===== config.mk =====
export PLATFORM = sky130hd
export DESIGN_NAME = pbac_top
export DESIGN_NICKNAME = d
export VERILOG_FILES = /design/src/rtl/pbac_pkg.sv /design/src/rtl/pbac_fifo.sv /design/src/rtl/pbac_top.sv
export VERILOG_INCLUDE_DIRS = /design/src /design/src/rtl
export SDC_FILE = /design/constraint.sdc
export NUM_CORES = 1
export LEC_CHECK = 0
export ABC_AREA = 1
export BUFFER_PORTS_ARGS = -buffer_cell sky130_fd_sc_hd__buf_2
export CORE_ASPECT_RATIO = 1.4
export CORE_UTILIZATION = 54
export DETAILED_ROUTE_END_ITERATION = 10
export GPL_TIMING_DRIVEN = 0
export PLACE_DENSITY = 0.79
export SLEW_MARGIN = 0
export SYNTH_ARGS = -nofsm -noshare
export SYNTH_HDL_FRONTEND = slang
export SYNTH_SLANG_ARGS = --single-unit

===== constraint.sdc =====
create_clock -name clk -period 12.9 [get_ports clk]
set_input_delay 2.58 -clock clk [delete_from_list [all_inputs] [get_ports clk]]
set_output_delay 2.58 -clock clk [all_outputs]
set_load 0.02 [all_outputs]

===== src/rtl/pbac_defs.svh =====
/*
 constants of the bus-access control block: register offsets, field positions, reset value,
 write mask, bus command codes, cache-line sizes and poll times.
 assumes it is included by its bare name; the include guard lets it be included more than once per compile unit.
*/
`ifndef PBAC_DEFS_SVH
`define PBAC_DEFS_SVH

// register space
`define PBAC_OFS_ACCESS      8'h00
`define PBAC_OFS_STRIDE_LO   8'h08
`define PBAC_OFS_STRIDE_HI   8'h04
`define PBAC_OFS_HI_BASE     8'h80
`define PBAC_ACCESS_RST      32'h0000_0000
`define PBAC_ACCESS_WMASK    32'h01a6_ff00

// field positions in bus_access_control
`define PBAC_WIE_BIT         24
`define PBAC_RLE_BIT         23
`define PBAC_RME_BIT         21
`define PBAC_POLL_MSB        18
`define PBAC_POLL_LSB        17
`define PBAC_ALIGN_MSB       15
`define PBAC_ALIGN_LSB       14
`define PBAC_BURST_MSB       13
`define PBAC_BURST_LSB       8

// field codes
`define PBAC_POLL_OFF        2'h0
`define PBAC_POLL_SHORT      2'h1
`define PBAC_POLL_MID        2'h2
`define PBAC_ALIGN_NONE      2'h0
`define PBAC_ALIGN_8         2'h1
`define PBAC_ALIGN_16        2'h2
`define PBAC_BURST_NOLIMIT   6'h00

// cache-line lengths in doublewords
`define PBAC_LINE_NONE       6'h00
`define PBAC_LINE_8          6'h08
`define PBAC_LINE_16         6'h10
`define PBAC_LINE_32         6'h20

// bus commands
`define PBAC_CMD_MR          4'h6
`define PBAC_CMD_MW          4'h7
`define PBAC_CMD_MRM         4'hc
`define PBAC_CMD_MRL         4'he
`define PBAC_CMD_MWI         4'hf

// poll intervals
`define PBAC_CLK_MHZ         100
`define PBAC_POLL_SHORT_US   200
`define PBAC_POLL_MID_US     800
`define PBAC_POLL_LONG_US    1600

// widths
`define PBAC_LEN_W           16
`define PBAC_POLL_CNT_W      18
`define PBAC_FIFO_DEPTH      4

`endif


===== src/rtl/pbac_pkg.sv =====
/*
 types shared by the bus-access control block: engine states and the burst word.
 assumes pbac_defs.svh is on the include path.
*/
`include "pbac_defs.svh"

package pbac_pkg;

   typedef enum logic [1:0] {
      PBAC_IDLE,
      PBAC_RUN
   } pbac_state_t;

   typedef struct packed {
      logic [3:0]             cmd;
      logic [31:0]            addr;
      logic [`PBAC_LEN_W-1:0] len;
   } pbac_burst_t;

endpackage : pbac_pkg


===== src/rtl/pbac_fifo.sv =====
/*
 small shift-register fifo with valid/ready on both sides.
 head entry, out_valid and in_ready are flip-flops so a top level can drive ports from them.
 assumes one clock, asynchronous active-low reset.
*/
`timescale 1ns/1ps
`default_nettype none

module pbac_fifo #(
   parameter int WIDTH = 52,
   parameter int DEPTH = 4
) (
   input  wire logic             clk,
   input  wire logic             nrst,
   input  wire logic             in_valid,
   output var  logic             in_ready,
   input  wire logic [WIDTH-1:0] in_data,
   output var  logic             out_valid,
   input  wire logic             out_ready,
   output var  logic [WIDTH-1:0] out_data
);

   localparam int CW = $clog2(DEPTH + 1);

   typedef struct packed {
      logic [DEPTH-1:0][WIDTH-1:0] mem;
      logic [CW-1:0]               count;
      logic                        out_valid;
      logic                        in_ready;
   } pbac_fifo_st_t;

   pbac_fifo_st_t st;
   pbac_fifo_st_t next_st;

   always_comb begin
      logic          push;
      logic          pop;
      logic [CW-1:0] wr_idx;
      next_st = st;
      push    = in_valid && st.in_ready;
      pop     = st.out_valid && out_ready;
      wr_idx  = st.count;
      if (pop) begin
         for (int i = 0; i < DEPTH - 1; i++) begin
            next_st.mem[i] = st.mem[i+1];
         end
         wr_idx = st.count - CW'(1);
      end
      if (push) begin
         next_st.mem[wr_idx] = in_data;
      end
      next_st.count     = wr_idx + (push ? CW'(1) : CW'(0));
      next_st.out_valid = (next_st.count != CW'(0));
      next_st.in_ready  = (next_st.count != CW'(DEPTH));
   end

   always_ff @(posedge clk or negedge nrst) begin
      if (!nrst) begin
         st <= '0;
      end else begin
         st <= next_st;
      end
   end

   assign in_ready  = st.in_ready;
   assign out_valid = st.out_valid;
   assign out_data  = st.mem[0];

endmodule : pbac_fifo

`default_nettype wire


===== src/rtl/pbac_top.sv =====
/*
 bus-access control for the bus-master dma engine: the bus_access_control register,
 the splitter that cuts dma requests into bursts with the right memory command,
 and the transmit auto-poll timer.
 assumes: csr accesses come synchronous to clk with a one-cycle strobe; the descriptor
 engine offers doubleword-aligned requests; the bus master drains bursts with valid/ready.
*/
// Contract
// - with write-invalidate enabled, a dma write covering a whole cache line uses memory write and invalidate.
// - with write-invalidate disabled, every dma write uses plain memory write and never write-invalidate.
// - with read-line enabled, a dma read reaching a cache-line boundary uses memory read line (read multiple if enabled and a full line), else plain read.
// - with read-multiple enabled, a dma read of a full cache line uses read multiple, unaligned ones plain read or, with read-line, read line at a line end.
// - while transmit is suspended the next descriptor is polled every 200, 800 or 1600 us, or never for code 00.
// - bursts are cut at 8, 16 or 32 doubleword boundaries per the alignment field, code 00 meaning no boundary cut.
// - no dma transaction exceeds the burst-length field in doublewords, zero meaning no limit.
// - the access register is decoded at offset 0x00 of the control/status space.
`timescale 1ns/1ps
`default_nettype none

`include "pbac_defs.svh"

module pbac_top #(
   parameter int POLL_SHORT_CYC = `PBAC_POLL_SHORT_US * `PBAC_CLK_MHZ,
   parameter int POLL_MID_CYC   = `PBAC_POLL_MID_US * `PBAC_CLK_MHZ,
   parameter int POLL_LONG_CYC  = `PBAC_POLL_LONG_US * `PBAC_CLK_MHZ
) (
   input  wire logic                   clk,
   input  wire logic                   nrst,
   // control/status space
   input  wire logic                   csr_sel,
   input  wire logic                   csr_wr,
   input  wire logic [7:0]             csr_addr,
   input  wire logic [3:0]             csr_be,
   input  wire logic [31:0]            csr_wdata,
   output var  logic [31:0]            csr_rdata,
   output var  logic                   csr_ack,
   // dma requests from the descriptor engine
   input  wire logic                   req_valid,
   output var  logic                   req_ready,
   input  wire logic                   req_write,
   input  wire logic [31:0]            req_addr,
   input  wire logic [`PBAC_LEN_W-1:0] req_len,
   output var  logic                   req_done,
   // bursts toward the bus master
   output var  logic                   bst_valid,
   input  wire logic                   bst_ready,
   output var  logic [3:0]             bst_cmd,
   output var  logic [31:0]            bst_addr,
   output var  logic [`PBAC_LEN_W-1:0] bst_len,
   // transmit auto-poll
   input  wire logic                   tx_suspended,
   output var  logic                   tx_poll
);

   import pbac_pkg::*;

   typedef struct packed {
      logic [31:0]                  access;
      pbac_state_t                  state;
      logic                         write;
      logic [31:0]                  addr;
      logic [`PBAC_LEN_W-1:0]       rem;
      logic                         wie;
      logic                         rle;
      logic                         rme;
      logic [5:0]                   line;
      logic [5:0]                   burst;
      logic                         req_ready;
      logic                         req_done;
      logic [31:0]                  rdata;
      logic                         ack;
      logic [`PBAC_POLL_CNT_W-1:0]  poll_cnt;
      logic [1:0]                   poll_code;
      logic                         poll;
   } pbac_top_st_t;

   pbac_top_st_t st;
   pbac_top_st_t next_st;

   pbac_burst_t  push_word;
   logic         push_valid;
   logic         push_ready;
   pbac_burst_t  head_word;
   logic         head_valid;

   function automatic logic [5:0] line_of(input logic [1:0] code);
      case (code)
         `PBAC_ALIGN_8:  line_of = `PBAC_LINE_8;
         `PBAC_ALIGN_16: line_of = `PBAC_LINE_16;
         `PBAC_ALIGN_NONE: line_of = `PBAC_LINE_NONE;
         default:        line_of = `PBAC_LINE_32;
      endcase
   endfunction : line_of

   function automatic logic [`PBAC_LEN_W-1:0] min_len(input logic [`PBAC_LEN_W-1:0] a,
                                                     input logic [`PBAC_LEN_W-1:0] b);
      min_len = (a < b) ? a : b;
   endfunction : min_len

   function automatic logic [`PBAC_POLL_CNT_W-1:0] poll_limit(input logic [1:0] code);
      case (code)
         `PBAC_POLL_SHORT: poll_limit = `PBAC_POLL_CNT_W'(POLL_SHORT_CYC - 1);
         `PBAC_POLL_MID:   poll_limit = `PBAC_POLL_CNT_W'(POLL_MID_CYC - 1);
         default:          poll_limit = `PBAC_POLL_CNT_W'(POLL_LONG_CYC - 1);
      endcase
   endfunction : poll_limit

   // byte lanes of a register write; bytes left out keep their old contents
   function automatic logic [31:0] lane_mask(input logic [3:0] be);
      lane_mask = 32'h0000_0000;
      for (int i = 0; i < 4; i++) begin
         lane_mask[i*8 +: 8] = {8{be[i]}};
      end
   endfunction : lane_mask

   // doubleword offset of an address inside its cache line; zero when no line is set
   function automatic logic [5:0] line_offset(input logic [31:0] a, input logic [5:0] line);
      if (line == `PBAC_LINE_NONE) begin
         line_offset = 6'h00;
      end else begin
         line_offset = {1'b0, a[6:2]} & (line - 6'h01);
      end
   endfunction : line_offset

   // length of the next burst: the remainder, cut at the line end and at the burst limit
   function automatic logic [`PBAC_LEN_W-1:0] next_chunk(input logic [`PBAC_LEN_W-1:0] rem,
                                                        input logic [`PBAC_LEN_W-1:0] to_end,
                                                        input logic [5:0]             line,
                                                        input logic [5:0]             burst);
      next_chunk = rem;
      if (line != `PBAC_LINE_NONE) begin
         next_chunk = min_len(next_chunk, to_end);
      end
      if (burst != `PBAC_BURST_NOLIMIT) begin
         next_chunk = min_len(next_chunk, `PBAC_LEN_W'(burst));
      end
   endfunction : next_chunk

   // write command: write-invalidate only for a whole, aligned line
   function automatic logic [3:0] write_cmd(input logic wie, input logic full);
      if (wie && full) begin
         write_cmd = `PBAC_CMD_MWI;
      end else begin
         write_cmd = `PBAC_CMD_MW;
      end
   endfunction : write_cmd

   // read command: a full line beats a line end; anything else is a plain read
   function automatic logic [3:0] read_cmd(input logic rme,
                                           input logic rle,
                                           input logic full,
                                           input logic hits);
      if (rme && full) begin
         read_cmd = `PBAC_CMD_MRM;
      end else if (rle && hits) begin
         read_cmd = `PBAC_CMD_MRL;
      end else begin
         read_cmd = `PBAC_CMD_MR;
      end
   endfunction : read_cmd

   // burst cut and command choice, all from the settings latched at request start
   logic [`PBAC_LEN_W-1:0] to_line;
   logic [`PBAC_LEN_W-1:0] chunk;
   logic [5:0]             line_ofs;
   logic                   line_start;
   logic                   full_line;
   logic                   hits_line;
   logic [3:0]             cmd;

   always_comb begin
      line_ofs   = line_offset(st.addr, st.line);
      to_line    = `PBAC_LEN_W'(st.line - line_ofs);
      chunk      = next_chunk(st.rem, to_line, st.line, st.burst);
      line_start = (st.line != `PBAC_LINE_NONE) && (line_ofs == 6'h00);
      full_line  = line_start && (chunk == `PBAC_LEN_W'(st.line));
      hits_line  = (st.line != `PBAC_LINE_NONE) && (chunk == to_line);
      if (st.write) begin
         cmd = write_cmd(st.wie, full_line);
      end else begin
         cmd = read_cmd(st.rme, st.rle, full_line, hits_line);
      end
      push_word.cmd  = cmd;
      push_word.addr = st.addr;
      push_word.len  = chunk;
      push_valid     = (st.state == PBAC_RUN);
   end

   always_comb begin
      logic [31:0] lane;
      logic [31:0] wmask;
      logic        hit;
      lane    = lane_mask(csr_be);
      wmask   = lane & `PBAC_ACCESS_WMASK;
      hit     = csr_sel && (csr_addr == `PBAC_OFS_ACCESS);
      next_st = st;

      // register port: one-cycle ack, other offsets read zero and ignore writes
      next_st.ack   = csr_sel;
      next_st.rdata = 32'h0000_0000;
      // reads ignore byte enables and return the whole word
      if (hit && csr_wr) begin
         // restricted fields are written blindly; software stops dma first
         next_st.access = (st.access & ~wmask) | (csr_wdata & wmask);
      end
      if (hit && !csr_wr) begin
         next_st.rdata = st.access;
      end

      // splitter
      next_st.req_done = 1'b0;
      case (st.state)
         PBAC_IDLE: begin
            if (req_valid && st.req_ready && (req_len != `PBAC_LEN_W'(0))) begin
               next_st.state     = PBAC_RUN;
               next_st.req_ready = 1'b0;
               next_st.write     = req_write;
               next_st.addr      = req_addr;
               next_st.rem       = req_len;
               // settings snapshot: a change mid-transfer waits for the next one
               next_st.wie   = st.access[`PBAC_WIE_BIT];
               next_st.rle   = st.access[`PBAC_RLE_BIT];
               next_st.rme   = st.access[`PBAC_RME_BIT];
               next_st.line  = line_of(st.access[`PBAC_ALIGN_MSB:`PBAC_ALIGN_LSB]);
               next_st.burst = st.access[`PBAC_BURST_MSB:`PBAC_BURST_LSB];
            end else if (req_valid && st.req_ready) begin
               // empty request: completes at once, nothing goes on the bus
               next_st.req_done = 1'b1;
            end
         end
         PBAC_RUN: begin
            // fifo ready is a flop, so the cut never waits on the bus master in the same cycle
            if (push_ready) begin
               next_st.addr = st.addr + {14'h0000, chunk, 2'b00};
               next_st.rem  = st.rem - chunk;
               if (st.rem == chunk) begin
                  next_st.state     = PBAC_IDLE;
                  next_st.req_ready = 1'b1;
                  next_st.req_done  = 1'b1;
               end
            end
         end
         default: begin
            next_st.state     = PBAC_IDLE;
            next_st.req_ready = 1'b1;
         end
      endcase

      // auto-poll timer restarts whenever the code changes or transmit resumes
      next_st.poll      = 1'b0;
      next_st.poll_code = st.access[`PBAC_POLL_MSB:`PBAC_POLL_LSB];
      if (!tx_suspended || (st.poll_code == `PBAC_POLL_OFF) ||
          (st.poll_code != st.access[`PBAC_POLL_MSB:`PBAC_POLL_LSB])) begin
         next_st.poll_cnt = `PBAC_POLL_CNT_W'(0);
      end else if (st.poll_cnt >= poll_limit(st.poll_code)) begin
         next_st.poll_cnt = `PBAC_POLL_CNT_W'(0);
         next_st.poll     = 1'b1;
      end else begin
         next_st.poll_cnt = st.poll_cnt + `PBAC_POLL_CNT_W'(1);
      end
   end

   always_ff @(posedge clk or negedge nrst) begin
      if (!nrst) begin
         // the splitter leaves reset idle and ready for its first request
         st           <= '0;
         st.access    <= `PBAC_ACCESS_RST;
         st.state     <= PBAC_IDLE;
         st.req_ready <= 1'b1;
      end else begin
         st <= next_st;
      end
   end

   // four bursts of slack so the splitter runs ahead of the bus master
   pbac_fifo #(
      .WIDTH ($bits(pbac_burst_t)),
      .DEPTH (`PBAC_FIFO_DEPTH)
   ) u_fifo (
      .clk       (clk),
      .nrst      (nrst),
      .in_valid  (push_valid),
      .in_ready  (push_ready),
      .in_data   (push_word),
      .out_valid (head_valid),
      .out_ready (bst_ready),
      .out_data  (head_word)
   );

   assign csr_rdata = st.rdata;
   assign csr_ack   = st.ack;
   assign req_ready = st.req_ready;
   assign req_done  = st.req_done;
   assign bst_valid = head_valid;
   assign bst_cmd   = head_word.cmd;
   assign bst_addr  = head_word.addr;
   assign bst_len   = head_word.len;
   assign tx_poll   = st.poll;

endmodule : pbac_top

`default_nettype wire


==> metrics.txt <==
run status=complete, no violations; DIE HEIGHT=217 um; critical path type=reg2reg; Max Slew Vio Count=0; pwr/cell area=248 nW/um^2; Worst R2R Path Depth=55; Worst Path Required=13.35 ns; initial core utilization=55.0%; LEAKAGE=0.0101 uW; I/O Buffers=149; Post-synth EDFFs=0; Avg Cell Area, Syn=7.85 um^2; Max Cap Viol=0; Worst slew margin=31.4%; nets@finish=2,659; first-pass GRT wire length=86,300 um; Detailed Place HPWL=41,000 um; first-pass iteration count of the detailed router=6; flops & latches, synth=325; post-cts repair resize count=0; dpl cells=2,888; Critical Path AT=9.51 ns; fin cells=2,948; dominant synthesized flop cell=dfrtp_1; Rows=78; largest net degree at the start of global routing=120; die area=33,900 um^2; DR WL/cell=18.9 um; Hold Crit Depth=0; clk_skew=0.0246 ns; I/O pin count=189; footprint of the multi-input gates=7870 um^2; Area Overhead vs Synth=13.9%; clock latency on the worst-skew pair=0.54 ns; peak fanout along the critical path=14; worst reg2reg setup slack=3.83 ns; Crit. End Element=register; Via density=5.68; sequential fraction of the synthesis area=45.5%; Critical R2R Capture=push_word[46]; WL final=55,700 um; Residual DRC=0; CTS H-tree depth=2; Max VDD drop=148 uV; GRT Total Usage=33.3%; Final Hold Viols=0; RSZ-0062 raised after global routing=no; number of global-route vias before repair=16,300; initial antenna violation count=1; worst hold start=next_st[2]; fillers=2,857; library cells used by synthesis=51; synth warn=0; antenna viol nets, final=0; Final GP Congestion=0.966; Min-Delay Path Class=reg2reg; post-CTS setup buffer count=0; Iter 0 DRT Violations=1,577; core area=32,500 um^2; worst hold margin=0.407 ns; max frequency=110 MHz; clk buf depth=3; Largest stage delay, worst path=0.45 ns; CTS root buf=clkbuf_16; Tmin final=9.07 ns; Gate Count Post-Synth=2,279; TritonCTS buffer count=34; share of cells above drive strength 1=12.9%; cts hold-fix bufs=0; Vias=16,700; Final setup viols=0; Seq. cell area=8130 um^2; post-synthesis cell area=17,900 um^2; slowest CP cell=ha_1; Worst-path clk slew=0.06 ns; worst slew pin tran=1.03 ns; CTS tree=yes; GR Overflow Total=0; DIE WIDTH=156 um; Tcrit/Tclk final=70.3%; FFs w/ async S/R, synth=100%; Reg-to-Reg Start=st[65]; kind of start point of the critical path=register; CTS Sinks=325; most used cell, CP=nand2_1; Fin Setup TNS=0 ns; Hold Path End=st[2]
-- sequential cells by signal, indices dropped and copies added (netlist names) --
signal            cells
csr_rdata            13
u_fifo.st           159
req_done              1
u_fifo.in_ready       1
u_fifo.out_valid      1
push_word            32
st                   61
tx_poll               1
next_st               2
req_ready             1
u_fifo.out_data      52
csr_ack               1
-- synthesized netlist by cell type, types with 12 or more instances --
cell type | count | area, um^2
a22oi_1 | 39 | 293
nand4_1 | 20 | 125
o21ai_0 | 325 | 1630
mux2_2 | 12 | 135
nor3_1 | 14 | 70.1
nand3_1 | 66 | 330
o211ai_1 | 15 | 113
nor2_1 | 147 | 552
buf_4 | 84 | 631
clkbuf_1 | 94 | 353
dfrtp_1 | 324 | 8110
nand2_1 | 605 | 2270
ha_1 | 73 | 913
a31oi_1 | 40 | 250
inv_1 | 246 | 923
a21oi_1 | 68 | 340
xor2_1 | 16 | 140
-- power by group --
| part | switching [uW] | total, uW | leakage [uW] | internal, uW |
|---|---|---|---|---|
| Sequential | 239 | 1580 | 0.00414 | 1340 |
| Clock | 412 | 957 | 0.000516 | 545 |
| Combinational | 1690 | 2520 | 0.00547 | 826 |
| Total | 2340 | 5060 | 0.0101 | 2710 |
-- worst max path at each step --
stage | from | end | slack [ns] | cells after the start
final | st[65] | push_word[46] | 3.83 | 55
after global routing | st[65] | push_word[46] | 3.03 | 55
after CTS | st[66] | push_word[46] | 4.00 | 55
after detailed placement | st[66] | push_word[46] | 4.03 | 55
after global placement | nrst | u_fifo.out_data[11] | 3.10 | 1
after floorplan | st[65] | push_word[46] | 5.88 | 55
-- critical path, delay by kind of cell (launching register included) --
| family | cells | cell delay, ns |
|---|---|---|
| flip-flops | 1 | 0.41 |
| adder cells (fa/ha/maj) | 5 | 1.57 |
| AND/OR/NAND/NOR | 28 | 3.41 |
| AO/OA/AOI/OAI | 13 | 2.15 |
| buffers and inverters | 9 | 1.42 |
-- per-stage QoR --
stage                     total power [uW]  util, %  cell area [um^2]  setup WS [ns]
after global routing                  5400     62.7             20400           3.03
final                                 5060     62.7             20400           3.83
after floorplan                       3250        -             17900           5.88
after detailed placement              4040     59.4             19300           4.03
after CTS                             5010     62.7             20400           4.00
after global placement                3960     59.2             19200           3.10
-- final cells by class --
type	instances	share of cell area, %
sequential	325	39.9
multi-input combinational	1539	38.6
buffer	181	4.92
clock buffer	50	4.77
inverter	252	4.66
timing repair buffer	151	3.98
tap	440	2.70
clock inverter	9	0.412
antenna	1	0.0123
-- cell families after synthesis --
family	share of synthesized area, %
DFF	45.5
and+or+nand+nor	20.4
adders and majority gates	5.33
muxes	0.756
buffers and inverters	10.9
AOI/OAI and AO/OA	16.1
other	0.0210
xor gates and xnor gates	0.980
-- metal layers --
metal  track usage (%)  wire length [um]  up-vias
li1                  -                 -     7773
met4              20.9              3540        0
met2              57.4             27500      780
met1              38.6             20600     7983
met5                 0                 0        -
met3              5.26              4140      208
-- cell usage in the layout, fill, tap and decap left out, drive strengths merged, types with 3 or more instances in the layout --
cell / synthesis / routed
a211oi: 5 / 5
a21boi: 4 / 4
a21oi: 68 / 68
a22oi: 39 / 39
a31oi: 40 / 40
buf: 87 / 238
clkbuf: 94 / 144
clkinv: 2 / 8
conb: 1 / 19
dfrtp: 324 / 324
ha: 73 / 73
inv: 250 / 251
mux2: 12 / 12
nand2: 617 / 617
nand3: 68 / 68
nand3b: 4 / 4
nand4: 20 / 20
nor2: 151 / 151
nor3: 14 / 14
nor3b: 3 / 3
nor4: 6 / 6
o211ai: 15 / 15
o21ai: 329 / 329
o221ai: 3 / 3
o22ai: 3 / 3
o31ai: 9 / 9
or2: 4 / 4
xnor2: 4 / 4
xor2: 16 / 16
Power figures use the tool's default switching activity.
